File: src/design/decoder_map.svh
`ifndef DECODER_MAP_SVH
`define DECODER_MAP_SVH

// Whole-byte opcodes of the flag-control group
`define OPC_AH_LOAD 8'h9f
`define OPC_AH_STORE 8'h9e
`define OPC_CARRY_SET 8'hf9
`define OPC_DIR_SET 8'hfd
`define OPC_INT_SET 8'hfb

// Upper opcode bits of the arithmetic forms (d and w bits, w bit alone, or short register field dropped)
`define ADD_RM_HI 6'h00
`define ADC_RM_HI 6'h04
`define SUB_RM_HI 6'h0a
`define IMM_GRP_HI 6'h20
`define ADD_ACC_HI 7'h02
`define ADC_ACC_HI 7'h0a
`define SUB_ACC_HI 7'h16
`define INC_RM_HI 7'h7f
`define INC_SHORT_HI 5'h08

// Opcode extension carried in the reg field of the second byte, and the mod field value that marks a register operand
`define EXT_ADD 3'h0
`define EXT_ADC 3'h2
`define EXT_SUB 3'h5
`define EXT_INC 3'h0
`define MOD_REG 2'h3

// Field positions in the opcode byte
`define W_BIT 0
`define D_BIT 1

// Execution counts in core clocks
`define CLK_FLAG 4'h2
`define CLK_AH_STORE 4'h3
`define CLK_INT 4'h8
`define CLK_REG 4'h2
`define CLK_REG_TO_MEM 4'h7
`define CLK_MEM_TO_REG 4'h6
`define CLK_IMM_MEM 4'h7
`define CLK_INC_MEM 4'h6
`define CLK_ILLEGAL 4'h2

// Immediate lengths in bytes
`define IMM_BYTE 3'h1
`define IMM_HALF 3'h2
`define IMM_FULL 3'h4

`endif

File: src/design/decoder_pkg.sv
package decoder_pkg;

    typedef enum logic [3:0] {
        op_none,
        ah_flag_load_op,
        ah_flag_store_op,
        carry_set_op,
        direction_set_op,
        interrupt_enable_set_op,
        add_op,
        adc_op,
        sub_op,
        inc_op
    } op_e;

    typedef enum logic [2:0] {
        form_none,
        form_rm,
        form_imm_rm,
        form_imm_acc,
        form_reg_short
    } form_e;

    // Gray order along fetch, modrm, immediate, execute
    typedef enum logic [1:0] {
        st_fetch = 2'b00,
        st_modrm = 2'b01,
        st_imm = 2'b11,
        st_exec = 2'b10
    } state_e;

    typedef struct packed {
        op_e op;
        form_e form;
    } decode_s;

endpackage

File: src/design/timer_if.sv
`timescale 1ns/1ps
interface timer_if;
    logic load;
    logic [3:0] load_count;
    logic done;
    logic busy;

    modport ctrl (output load, output load_count, input done, input busy);
    modport timer (input load, input load_count, output done, output busy);
endinterface

File: src/design/exec_timer.sv
`timescale 1ns/1ps
`include "decoder_map.svh"
module exec_timer (
    input wire logic clk,
    input wire logic rst,
    timer_if.timer tmr
);
    logic [3:0] count_reg;
    logic [3:0] count_next;

    // Loaded one short: the load cycle itself is the first clock
    always_comb begin
        count_next = count_reg;
        if (tmr.load) begin
            count_next = tmr.load_count - 4'h1;
        end else if (count_reg != 4'h0) begin
            count_next = count_reg - 4'h1;
        end
    end

    always_ff @(posedge clk) begin
        if (rst) begin
            count_reg <= 4'h0;
        end else begin
            count_reg <= count_next;
        end
    end

    assign tmr.done = (count_reg == 4'h1);
    assign tmr.busy = (count_reg != 4'h0);

    a_timer_reload: assert property (@(posedge clk) disable iff (rst)
        tmr.load && tmr.load_count == 4'h8 |=> count_reg == 4'h7 ##6 tmr.done)
        else $error("timer does not run out after load");
endmodule // exec_timer

File: src/design/flag_and_add_opcode_decoder.sv
`timescale 1ns/1ps
`include "decoder_map.svh"
// Contract
// - 9f is accumulator_high_byte load, two clocks
// - 9e is accumulator_high_byte store, three clocks
// - fd sets direction, f9 carry; two clocks
// - fb sets interrupt enable, eight clocks, privileged
// - short add immediate to accumulator, two clocks
// - add-with-carry register two, to memory seven
module flag_and_add_opcode_decoder
    import decoder_pkg::*;
(
    input wire logic clk,
    input wire logic rst,
    input wire logic [7:0] in_data,
    input wire logic in_valid,
    output logic in_ready,
    input wire logic prot_mode,
    input wire logic op_size32,
    input wire logic [1:0] cpl,
    input wire logic [1:0] iopl,
    output logic dec_valid,
    output op_e dec_op,
    output form_e dec_form,
    output logic dec_wide,
    output logic dec_reg_dest,
    output logic dec_mem,
    output logic [2:0] dec_reg,
    output logic [2:0] dec_rm,
    output logic [31:0] dec_imm,
    output logic [3:0] dec_clocks,
    output logic dec_priv_fault,
    output logic dec_illegal,
    output logic busy
);
    timer_if tmr ();

    state_e state_reg, state_next;
    op_e op_reg, op_next;
    form_e form_reg, form_next;
    logic wide_reg, wide_next;
    logic dest_reg, dest_next;
    logic sext_reg, sext_next;
    logic mem_reg, mem_next;
    logic [2:0] reg_reg, reg_next;
    logic [2:0] rm_reg, rm_next;
    logic [31:0] imm_reg, imm_next;
    logic [2:0] imm_left_reg, imm_left_next;
    logic [1:0] imm_pos_reg, imm_pos_next;
    logic [3:0] clocks_reg, clocks_next;
    logic fault_reg, fault_next;
    logic illegal_reg, illegal_next;
    logic valid_reg, valid_next;
    logic take;
    logic last_take;
    decode_s dec;

    // First byte sorts opcode into operation and operand form
    function automatic decode_s decode_op(input logic [7:0] b);
        decode_s r;
        r.op = op_none;
        r.form = form_none;
        if (b == `OPC_AH_LOAD) begin
            r.op = ah_flag_load_op;
        end else if (b == `OPC_AH_STORE) begin
            r.op = ah_flag_store_op;
        end else if (b == `OPC_CARRY_SET) begin
            r.op = carry_set_op;
        end else if (b == `OPC_DIR_SET) begin
            r.op = direction_set_op;
        end else if (b == `OPC_INT_SET) begin
            r.op = interrupt_enable_set_op;
        end else if (b[7:2] == `ADD_RM_HI) begin
            r = '{add_op, form_rm};
        end else if (b[7:2] == `ADC_RM_HI) begin
            r = '{adc_op, form_rm};
        end else if (b[7:2] == `SUB_RM_HI) begin
            r = '{sub_op, form_rm};
        end else if (b[7:2] == `IMM_GRP_HI) begin
            r = '{op_none, form_imm_rm}; // Operation comes with modrm
        end else if (b[7:1] == `ADD_ACC_HI) begin
            r = '{add_op, form_imm_acc};
        end else if (b[7:1] == `ADC_ACC_HI) begin
            r = '{adc_op, form_imm_acc};
        end else if (b[7:1] == `SUB_ACC_HI) begin
            r = '{sub_op, form_imm_acc};
        end else if (b[7:1] == `INC_RM_HI) begin
            r = '{inc_op, form_rm};
        end else if (b[7:3] == `INC_SHORT_HI) begin
            r = '{inc_op, form_reg_short};
        end
        return r;
    endfunction

    // Execution count from operation, form and memory direction
    function automatic logic [3:0] exec_clocks(input op_e op,
            input form_e form, input logic mem, input logic d);
        logic [3:0] c;
        c = `CLK_REG;
        case (op)
            ah_flag_load_op: c = `CLK_FLAG;
            ah_flag_store_op: c = `CLK_AH_STORE;
            carry_set_op, direction_set_op: c = `CLK_FLAG;
            interrupt_enable_set_op: c = `CLK_INT;
            inc_op: c = mem ? `CLK_INC_MEM : `CLK_REG;
            op_none: c = `CLK_ILLEGAL;
            default: begin
                if (form == form_rm && mem) begin
                    c = d ? `CLK_MEM_TO_REG : `CLK_REG_TO_MEM;
                end else if (form == form_imm_rm && mem) begin
                    c = `CLK_IMM_MEM;
                end else begin
                    c = `CLK_REG;
                end
            end
        endcase
        return c;
    endfunction

    // Immediate length: byte operand or sign-extended byte is short
    function automatic logic [2:0] imm_len(input logic w, input logic s,
            input logic size32);
        logic [2:0] n;
        n = `IMM_BYTE;
        if (w && !s) begin
            n = size32 ? `IMM_FULL : `IMM_HALF;
        end
        return n;
    endfunction

    assign in_ready = (state_reg != st_exec);
    assign take = in_valid && in_ready;
    assign dec = decode_op(in_data);
    assign last_take = take && (state_reg == st_imm)
        && (imm_left_reg == 3'h1);

    // Byte collection and execution sequencing
    always_comb begin
        logic [31:0] imm_v;
        imm_v = imm_reg;
        state_next = state_reg;
        op_next = op_reg;
        form_next = form_reg;
        wide_next = wide_reg;
        dest_next = dest_reg;
        sext_next = sext_reg;
        mem_next = mem_reg;
        reg_next = reg_reg;
        rm_next = rm_reg;
        imm_next = imm_reg;
        imm_left_next = imm_left_reg;
        imm_pos_next = imm_pos_reg;
        clocks_next = clocks_reg;
        fault_next = fault_reg;
        illegal_next = illegal_reg;
        valid_next = 1'b0;
        tmr.load = 1'b0;
        tmr.load_count = clocks_reg;
        case (state_reg)
            st_fetch: begin
                if (take) begin
                    op_next = dec.op;
                    form_next = dec.form;
                    wide_next = in_data[`W_BIT];
                    dest_next = in_data[`D_BIT];
                    sext_next = 1'b0;
                    mem_next = 1'b0;
                    reg_next = 3'h0;
                    rm_next = 3'h0;
                    imm_next = 32'h0;
                    imm_pos_next = 2'h0;
                    fault_next = 1'b0;
                    illegal_next = (dec.op == op_none)
                        && (dec.form == form_none);
                    imm_left_next = imm_len(in_data[`W_BIT], 1'b0, op_size32);
                    if (dec.form == form_imm_rm) begin
                        // Bit 1 is the sign-extend bit here; r/m is target
                        sext_next = in_data[`D_BIT];
                        dest_next = 1'b0;
                        imm_left_next = imm_len(in_data[`W_BIT],
                            in_data[`D_BIT], op_size32);
                    end else if (dec.form == form_imm_acc) begin
                        dest_next = 1'b1; // Accumulator is the target
                    end else if (dec.form == form_reg_short) begin
                        wide_next = 1'b1;
                        dest_next = 1'b1;
                        reg_next = in_data[2:0];
                    end else if (dec.form == form_none) begin
                        wide_next = 1'b0;
                        dest_next = 1'b0;
                    end
                    // Privilege check only applies in protected mode
                    if (dec.op == interrupt_enable_set_op) begin
                        fault_next = prot_mode && (cpl > iopl);
                    end
                    if (dec.form == form_rm || dec.form == form_imm_rm) begin
                        state_next = st_modrm;
                    end else if (dec.form == form_imm_acc) begin
                        state_next = st_imm;
                    end else begin
                        clocks_next = exec_clocks(dec.op, dec.form, 1'b0,
                            in_data[`D_BIT]);
                        tmr.load = 1'b1;
                        tmr.load_count = clocks_next;
                        state_next = st_exec;
                    end
                end
            end
            st_modrm: begin
                if (take) begin
                    mem_next = (in_data[7:6] != `MOD_REG);
                    reg_next = in_data[5:3];
                    rm_next = in_data[2:0];
                    if (form_reg == form_imm_rm) begin
                        if (in_data[5:3] == `EXT_ADD) begin
                            op_next = add_op;
                        end else if (in_data[5:3] == `EXT_ADC) begin
                            op_next = adc_op;
                        end else if (in_data[5:3] == `EXT_SUB) begin
                            op_next = sub_op;
                        end else begin
                            illegal_next = 1'b1;
                        end
                    end else if (op_reg == inc_op) begin
                        illegal_next = (in_data[5:3] != `EXT_INC);
                    end
                    if (form_reg == form_imm_rm && !illegal_next) begin
                        state_next = st_imm;
                    end else begin
                        clocks_next = illegal_next ? `CLK_ILLEGAL
                            : exec_clocks(op_reg, form_reg, mem_next,
                                dest_reg);
                        tmr.load = 1'b1;
                        tmr.load_count = clocks_next;
                        state_next = st_exec;
                    end
                end
            end
            st_imm: begin
                if (take) begin
                    imm_v[{imm_pos_reg, 3'h0} +: 8] = in_data;
                    imm_pos_next = imm_pos_reg + 2'h1;
                    imm_left_next = imm_left_reg - 3'h1;
                    if (imm_left_reg == 3'h1) begin
                        // Sign-extend a short immediate for a wide operand
                        if (sext_reg && wide_reg) begin
                            imm_v = {{24{imm_v[7]}}, imm_v[7:0]};
                        end
                        clocks_next = exec_clocks(op_reg, form_reg, mem_reg,
                            dest_reg);
                        tmr.load = 1'b1;
                        tmr.load_count = clocks_next;
                        state_next = st_exec;
                    end
                    imm_next = imm_v;
                end
            end
            st_exec: begin
                if (tmr.done) begin
                    valid_next = 1'b1;
                    state_next = st_fetch;
                end
            end
            default: state_next = st_fetch;
        endcase
    end

    always_ff @(posedge clk) begin
        if (rst) begin
            state_reg <= st_fetch;
            op_reg <= op_none;
            form_reg <= form_none;
            wide_reg <= 1'b0;
            dest_reg <= 1'b0;
            sext_reg <= 1'b0;
            mem_reg <= 1'b0;
            reg_reg <= 3'h0;
            rm_reg <= 3'h0;
            imm_reg <= 32'h0;
            imm_left_reg <= 3'h0;
            imm_pos_reg <= 2'h0;
            clocks_reg <= 4'h0;
            fault_reg <= 1'b0;
            illegal_reg <= 1'b0;
            valid_reg <= 1'b0;
        end else begin
            state_reg <= state_next;
            op_reg <= op_next;
            form_reg <= form_next;
            wide_reg <= wide_next;
            dest_reg <= dest_next;
            sext_reg <= sext_next;
            mem_reg <= mem_next;
            reg_reg <= reg_next;
            rm_reg <= rm_next;
            imm_reg <= imm_next;
            imm_left_reg <= imm_left_next;
            imm_pos_reg <= imm_pos_next;
            clocks_reg <= clocks_next;
            fault_reg <= fault_next;
            illegal_reg <= illegal_next;
            valid_reg <= valid_next;
        end
    end

    exec_timer u_timer (
        .clk(clk),
        .rst(rst),
        .tmr(tmr.timer)
    );

    // Decoded fields are held registers; valid marks the finished count
    assign dec_valid = valid_reg;
    assign dec_op = op_reg;
    assign dec_form = form_reg;
    assign dec_wide = wide_reg;
    assign dec_reg_dest = dest_reg;
    assign dec_mem = mem_reg;
    assign dec_reg = reg_reg;
    assign dec_rm = rm_reg;
    assign dec_imm = imm_reg;
    assign dec_clocks = clocks_reg;
    assign dec_priv_fault = fault_reg;
    assign dec_illegal = illegal_reg;
    assign busy = (state_reg == st_exec);

    a_ah_load_time: assert property (@(posedge clk) disable iff (rst)
        take && state_reg == st_fetch && in_data == 8'h9f |=>
        !dec_valid ##1 dec_valid && dec_op == ah_flag_load_op)
        else $error("ah load not done in two clocks");
    a_ah_store_time: assert property (@(posedge clk) disable iff (rst)
        take && state_reg == st_fetch && in_data == 8'h9e |->
        ##1 (!dec_valid) [*2] ##1 dec_valid && dec_op == ah_flag_store_op)
        else $error("ah store not done in three clocks");
    a_flag_set_time: assert property (@(posedge clk) disable iff (rst)
        take && state_reg == st_fetch && (in_data == 8'hfd
        || in_data == 8'hf9) |-> ##2 dec_valid && dec_clocks == 4'h2
        && (dec_op == direction_set_op) == $past(in_data[2], 2))
        else $error("direction or carry set decoded wrong");
    a_int_set_time: assert property (@(posedge clk) disable iff (rst)
        take && state_reg == st_fetch && in_data == 8'hfb |=>
        busy [*7] ##1 dec_valid && dec_op == interrupt_enable_set_op)
        else $error("interrupt enable set not done in eight clocks");
    a_int_priv_check: assert property (@(posedge clk) disable iff (rst)
        dec_valid && dec_op == interrupt_enable_set_op |->
        dec_priv_fault == $past(prot_mode && cpl > iopl, 8))
        else $error("privilege fault wrong");
    a_acc_add_time: assert property (@(posedge clk) disable iff (rst)
        dec_valid && dec_op == add_op && dec_form == form_imm_acc |->
        $past(last_take, 2) && dec_clocks == 4'h2 && dec_reg_dest)
        else $error("accumulator add timing wrong");
    a_adc_clocks: assert property (@(posedge clk) disable iff (rst)
        dec_valid && dec_op == adc_op && dec_form == form_rm |->
        dec_clocks == (!dec_mem ? 4'h2 : (dec_reg_dest ? 4'h6 : 4'h7)))
        else $error("add-with-carry count wrong");
    a_operand_bits: assert property (@(posedge clk) disable iff (rst)
        take && state_reg == st_fetch && dec.form == form_rm |=>
        wide_reg == $past(in_data[0]) && dest_reg == $past(in_data[1]))
        else $error("width or direction bit lost");

    c_ah_load: cover property (@(posedge clk) dec_valid
        && dec_op == ah_flag_load_op);
    c_int_fault: cover property (@(posedge clk) dec_valid
        && dec_priv_fault);
    c_adc_mem: cover property (@(posedge clk) dec_valid && dec_op == adc_op
        && dec_mem && !dec_reg_dest);
    c_acc_add: cover property (@(posedge clk) dec_valid
        && dec_form == form_imm_acc);
endmodule // flag_and_add_opcode_decoder

File: config.mk
export PLATFORM = sky130hd
export DESIGN_NAME = flag_and_add_opcode_decoder
export DESIGN_NICKNAME = d
export VERILOG_FILES = /design/src/design/decoder_pkg.sv /design/src/design/timer_if.sv /design/src/design/exec_timer.sv /design/src/design/flag_and_add_opcode_decoder.sv
export VERILOG_INCLUDE_DIRS = /design/src /design/src/design
export SDC_FILE = /design/constraint.sdc
export NUM_CORES = 1
export LEC_CHECK = 0
export BUFFER_PORTS_ARGS = -buffer_cell sky130_fd_sc_hd__buf_2
export CORE_ASPECT_RATIO = 1.25
export CORE_MARGIN = 5
export CORE_UTILIZATION = 57
export DETAILED_ROUTE_END_ITERATION = 12
export PLACE_DENSITY = 0.8
export SYNTH_ARGS = -nofsm -noshare
export SYNTH_HDL_FRONTEND = slang
export SYNTH_SLANG_ARGS = --single-unit
export TNS_END_PERCENT = 50
File: constraint.sdc
create_clock -name clk -period 3.3 [get_ports clk]
set_input_delay 0.495 -clock clk [delete_from_list [all_inputs] [get_ports clk]]
set_output_delay 0.495 -clock clk [all_outputs]
set_load 0.01 [all_outputs]
==> impl_metrics.env, run 1 <==
export IMPL_final_setup_tns_ps=0
export IMPL_period_share=0.800
export IMPL_postSynthCellCount=554
export IMPL_max_freq_ghz=0.379
export IMPL_drc=0
export IMPL_crit_chain="nor4bb_1 > nand2_1 > o21ai_0 > a21oi_1 > o31ai_1 > ha_1 > mux2_2 > nor2_1"
export IMPL_crit_cells=8
export IMPL_max_cap_violations=0
export IMPL_synth_top_area_share=0.321
export IMPL_clock_sinks=67
export IMPL_cts_made_buffers=9
export IMPL_grt_max_degree=43
export IMPL_nets=636
export IMPL_ant_nets=0
export IMPL_dpl_cell_count=687
export IMPL_cts_tree="done"
export IMPL_vias=4486
export IMPL_crit_family="simple AND/OR/NAND/NOR gates"
export IMPL_worstSetupEndpointType="flip-flop"
export IMPL_multi_input_area_um2=2610
export IMPL_first_pass_iters=6
export IMPL_drt_wirelength_per_cell_um=17.9
export IMPL_post_place_ws_ps=370
export IMPL_critical_path_buf_inv_count=0
export IMPL_final_area_um2=4770
export IMPL_post_cts_resized=0
export IMPL_rsz0062_at_grt="no"
export IMPL_worst_slack_ps=660
export IMPL_worstHoldPathType="reg2reg"
export IMPL_status="finished clean"
export IMPL_worstSetupPathType="reg2reg"
export IMPL_dieArea_um2=9160
export IMPL_die_y_um=106
export IMPL_rows=35
export IMPL_critPathLaunchType="flip-flop"
export IMPL_synth_edff_count=0
export IMPL_drive_above_1_share=0.191
export IMPL_dp_hpwl_mm=8.96
export IMPL_yosysSeqAreaShare=0.321
export IMPL_cp_required_ps=3580
export IMPL_gp_congestion=0.972
export IMPL_synth_seq_cells=67
export IMPL_root_buffer="clkbuf_8"
export IMPL_start_util=0.576
export IMPL_synth_cell_type_count=71
export IMPL_arrival_ps=2920
export IMPL_switching_share=0.325
export IMPL_areaGrowthSynthToFinish_pct=13.9
export IMPL_worstReg2RegStart="dec_op[2]"
export IMPL_synth_area_leaders="dfxtp_1 (32%), a21oi_1 (7.3%), nor2_1 (4.9%)"
export IMPL_leakagePower_nw=1.94
export IMPL_drt_iter0_markers=490
export IMPL_seq_power_share=0.428
export IMPL_insertion_delay_ps=350
export IMPL_comb_power_share=0.239
export IMPL_synth_fp_nets=584
export IMPL_power_frac_clock=0.333
export IMPL_grt_overflow=0
export IMPL_syn_area_per_cell_um2=7.55
export IMPL_track_usage=0.276
export IMPL_endpoint="u_timer.count_reg[1]"
export IMPL_totalWireLength_mm=12.6
export IMPL_cts_setup_buffers=0
export IMPL_startpoint="dec_op[2]"
export IMPL_pin_count=74
export IMPL_seqCellArea_um2=1340
export IMPL_antenna_cells=0
export IMPL_via_per_inst=6.38
export IMPL_fin_crit_ps=2640
export IMPL_vdd_ir_drop_max_mv=0.263
export IMPL_crit_path_max_incr_delay_ps=820
export IMPL_worstMarginPinSlew_ps=1030
export IMPL_dpl_cell_area_um2=4570
export IMPL_io_buffers=73
export IMPL_grt_antenna_before_repair=0
export IMPL_grt_pass1_vias=4277
export IMPL_clockBufferDepth=2
export IMPL_die_x_um=86.6
export IMPL_whs_ps=454
export IMPL_grt_first_pass_wirelength_mm=20.3
export IMPL_cts_hold_buf=0
export IMPL_final_cells=703
export IMPL_internal_power_mw=1.41
export IMPL_largest_reg_flops=32
export IMPL_fillers=682
export IMPL_setup_viol=0
export IMPL_clock_skew_final_ps=13.4
export IMPL_critPathSlowestCell="nor4bb_1"
export IMPL_regToRegSetupSlack_ps=660
export IMPL_syn_cell_area_um2=4180
export IMPL_clkTransAtPathRegs_ps=80
export IMPL_slew_violations=0
export IMPL_synthArstFlopShare=0
export IMPL_synth_warnings=0
export IMPL_htreeDepth=3
export IMPL_yosysTopAreaCell="dfxtp_1"
export IMPL_timing_slew_headroom=0.312
export IMPL_critPathMaxFanout=8
export IMPL_p_sw_mw=0.681
export IMPL_power_density_nw_per_um2=439
export IMPL_worstRegToRegCells=8
export IMPL_core_area_um2=7270
export IMPL_reg2reg_to="u_timer.count_reg[1]"
export IMPL_ys_flop_type="dfxtp_1"
export IMPL_hold_viol_final=0
-- worst min-delay path by stage --
stage,from,endpoint,cells after the start
2_1_floorplan,sext_reg,sext_reg,2
3_3_place_gp,dec_rm[2],dec_rm[2],2
3_5_place_dp,dec_rm[2],dec_rm[2],2
4_1_cts,dec_rm[2],dec_rm[2],2
5_1_grt,dec_rm[2],dec_rm[2],2
6_report,dec_rm[2],dec_rm[2],2
-- logic make-up after synthesis --
kind of cell / synth area share
DFF: 0.321
adders and majority gates: 0.0413
xor gates and xnor gates: 0.00628
muxes: 0.00748
buffers and inverters: 0.0562
AOI/OAI and AO/OA: 0.279
and+or+nand+nor: 0.289
-- placed cells by master, fill, tap and decap left out, types with 8 or more instances in the layout --
master,Yosys,layout
a211oi_1,8,8
a21oi_1,61,61
a22oi_1,27,27
buf_2,8,73
buf_4,0,9
clkbuf_8,0,10
dfxtp_1,67,67
ha_1,13,13
inv_1,19,19
nand2_1,44,44
nand2b_1,9,9
nand3_1,24,24
nor2_1,55,55
nor2b_1,32,32
nor3_1,12,11
o21ai_0,41,41
-- cell type report --
cell class              instances  share of cell area
multi-input cells             427               0.548
flip-flops and latches         67               0.281
repair buffers                 82              0.0908
clock buffers                  11              0.0297
well taps                      92              0.0241
inverters                      19              0.0150
clock inverters                 5              0.0110
-- stage by stage --
stage                     power (mW)   util
after global routing            2.20  0.656
after global placement          1.38  0.629
final                           2.09  0.656
after CTS                       2.09  0.656
after floorplan                 1.27      -
after detailed placement        1.41  0.629
-- cell usage after synthesis, types with 5 or more instances --
| cell type | count |
|---|---|
| dfxtp_1 | 67 |
| a21oi_1 | 61 |
| nor2_1 | 55 |
| nand2_1 | 44 |
| o21ai_0 | 41 |
| clkbuf_1 | 32 |
| nor2b_1 | 32 |
| a22oi_1 | 27 |
| nand3_1 | 24 |
| inv_1 | 19 |
| ha_1 | 13 |
| nor3_1 | 12 |
| nand2b_1 | 9 |
| a211oi_1 | 8 |
| buf_2 | 8 |
| and2_1 | 5 |
| nor3b_1 | 5 |
-- tightest hold or removal path, delay by kind of cell (launching register included) --
kind	cells	cell delay, ps
compound gates	1	50
simple gates	1	50
flops	1	310
-- routing by layer --
layer  vias to the layer above  GRT usage  routed length [um]
li1                       2109          -                   -
met1                      2093      0.323                4850
met2                       239      0.464                6310
met3                        45     0.0610                1060
met4                         0      0.145                 407
met5                         -          0                   0
-- power by group through the flow --
| stage | logic [mW] | registers, mW | clock network [mW] |
|---|---|---|---|
| after floorplan | 0.354 | 0.914 | 0 |
| after global placement | 0.473 | 0.912 | 0 |
| after detailed placement | 0.492 | 0.915 | 0 |
| after CTS | 0.495 | 0.897 | 0.703 |
| after global routing | 0.552 | 0.904 | 0.741 |
| final | 0.499 | 0.897 | 0.697 |
Power figures use the tool's default switching activity.
==> run 2, diff against run 1 <==
--- a/config.mk
+++ b/config.mk
@@ -9,9 +9,9 @@
 export BUFFER_PORTS_ARGS = -buffer_cell sky130_fd_sc_hd__buf_2
 export CORE_ASPECT_RATIO = 1.25
 export CORE_MARGIN = 5
-export CORE_UTILIZATION = 57
+export CORE_UTILIZATION = 51
 export DETAILED_ROUTE_END_ITERATION = 12
-export PLACE_DENSITY = 0.8
+export PLACE_DENSITY = 0.76
 export SYNTH_ARGS = -nofsm -noshare
 export SYNTH_HDL_FRONTEND = slang
 export SYNTH_SLANG_ARGS = --single-unit
==> constraint.sdc (replaced) <==
create_clock -name clk -period 2.1 [get_ports clk]
set_input_delay 0.315 -clock clk [delete_from_list [all_inputs] [get_ports clk]]
set_output_delay 0.315 -clock clk [all_outputs]
set_load 0.01 [all_outputs]
==> impl_metrics.env, run 2 (synthesis results as in run 1) <==
export IMPL_slew_violations=0
export IMPL_grt_antenna_before_repair=0
export IMPL_post_place_ws_ps=-265
export IMPL_regToRegSetupSlack_ps=-220
export IMPL_min_delay_path_depth=3
export IMPL_nets=734
export IMPL_crit_chain="or4b_4 > o31a_1 > o22ai_2 > a311oi_2 > o31ai_2 > ha_1 > mux2_2 > nor2_1"
export IMPL_vdd_ir_drop_max_mv=0.632
export IMPL_ant_nets=0
export IMPL_fillers=678
export IMPL_start_util=0.516
export IMPL_status="complete, but fails checks"
export IMPL_grt_max_degree=34
export IMPL_track_usage=0.273
export IMPL_final_setup_tns_ps=-636
export IMPL_areaGrowthSynthToFinish_pct=36.5
export IMPL_worstHoldStart="op_size32"
export IMPL_worstHoldPathType="in2reg"
export IMPL_antenna_cells=0
export IMPL_final_common_cell="buf_4"
export IMPL_dpl_cell_count=784
export IMPL_min_delay_worst_endpoint="imm_left_reg[2]"
export IMPL_arrival_ps=2610
export IMPL_setup_viol=4
export IMPL_clockBufferDepth=2
export IMPL_first_pass_iters=4
export IMPL_io_buffers=73
export IMPL_drt_wirelength_per_cell_um=17.3
export IMPL_drc=0
export IMPL_final_cells=806
export IMPL_rows=37
export IMPL_cts_hold_buf=0
export IMPL_period_share=1.10
export IMPL_insertion_delay_ps=360
export IMPL_cp_required_ps=2400
export IMPL_die_y_um=111
export IMPL_max_cap_violations=0
export IMPL_final_cell_mix="buf_4 (106), buf_2 (73), dfxtp_1 (64), a21oi_1 (60), nor2_1 (54)"
export IMPL_htreeDepth=3
export IMPL_dieArea_um2=10100
export IMPL_grt_first_pass_wirelength_mm=22.7
export IMPL_die_x_um=91.0
export IMPL_hold_viol_final=0
export IMPL_dp_hpwl_mm=10.5
export IMPL_largest_reg_flops=32
export IMPL_drt_iter0_markers=278
export IMPL_cts_made_buffers=9
export IMPL_critPathSlowestCell="or4b_4"
export IMPL_clkTransAtPathRegs_ps=80
export IMPL_via_per_inst=5.90
export IMPL_clock_skew_final_ps=5.48
export IMPL_worstMarginPinSlew_ps=503
export IMPL_root_buffer="clkbuf_8"
export IMPL_fin_crit_ps=2320
export IMPL_reg2reg_to="u_timer.count_reg[1]"
export IMPL_worstSetupEndpointType="flip-flop"
export IMPL_cts_tree="done"
export IMPL_drive_above_1_share=0.331
export IMPL_timing_slew_headroom=0.663
export IMPL_worst_slack_ps=-216
export IMPL_critPathMaxFanout=3
export IMPL_critPathLaunchType="flip-flop"
export IMPL_leakagePower_nw=2.50
export IMPL_worstSetupPathType="reg2reg"
export IMPL_grt_overflow=0
export IMPL_worstReg2RegStart="dec_illegal"
export IMPL_vias=4758
export IMPL_totalWireLength_mm=14.0
export IMPL_rsz0062_at_grt="yes"
export IMPL_power_density_nw_per_um2=667
export IMPL_grt_pass1_vias=4739
export IMPL_core_area_um2=8100
export IMPL_worstRegToRegCells=8
export IMPL_pin_count=74
export IMPL_crit_path_max_incr_delay_ps=580
export IMPL_max_freq_ghz=0.432
export IMPL_clock_sinks=67
export IMPL_gp_congestion=0.965
export IMPL_failed_checks="negative setup slack"
-- run 2: worst max-delay path, delay by kind of cell (launching register included) --
family	cells	cell delay, ps
DFF	1	320
adders and majority gates	1	290
AOI/OAI and AO/OA	4	720
muxes	1	260
and+or+nand+nor	2	660
-- run 2: routing by layer --
layer  wire, um  GRT usage  up-vias
met5          0          0        -
met4        562      0.146        0
met3        873     0.0536       49
met2       7150      0.477      166
met1       5390      0.307     2234
li1           -          -     2309
-- run 2: report_power, final --
part	internal, mW	total, mW	switching (mW)
registers	1.34	1.40	0.0617
clock network	0.823	1.36	0.541
logic	0.475	1.04	0.567
-- run 2: layout make-up --
class	count	area, um^2	share of cell area
Timing Repair Buffer	180	1170	0.205
Tap cell	97	121	0.0212
Multi-Input combinational cell	427	2750	0.482
Inverter	19	71.3	0.0125
Clock inverter	6	113	0.0197
Sequential cell	67	1350	0.235
Clock buffer	10	138	0.0241
-- run 2: through the flow --
stage	util	total power, mW	hold slack (ps)	cell area (um^2)
2_1_floorplan	-	2.00	437	4220
3_3_place_gp	0.655	2.35	440	5300
3_5_place_dp	0.655	2.38	441	5300
4_1_cts	0.695	3.78	334	5630
5_1_grt	0.705	3.99	365	5710
6_report	0.705	3.81	342	5710
-- run 2: worst max path at each step --
stage | to | depth (start not counted) | slack [ps] | startpoint
floorplan | u_timer.count_reg[1] | 9 | -130 | in_data[3]
global route | u_timer.count_reg[1] | 8 | -280 | dec_illegal
CTS | u_timer.count_reg[1] | 10 | -190 | dec_illegal
detailed placement | u_timer.count_reg[1] | 11 | -260 | in_data[5]
finish | u_timer.count_reg[1] | 8 | -220 | dec_illegal
global placement | u_timer.count_reg[1] | 10 | -250 | in_data[3]
-- run 2: timing repair --
action | 4_1_cts | 5_1_grt
gates cloned | 0 | 0
pin swaps | 7 | 2
setup endpoints to repair | 28 | 30
resized for setup | 11 | 12
setup buffers | 3 | 3
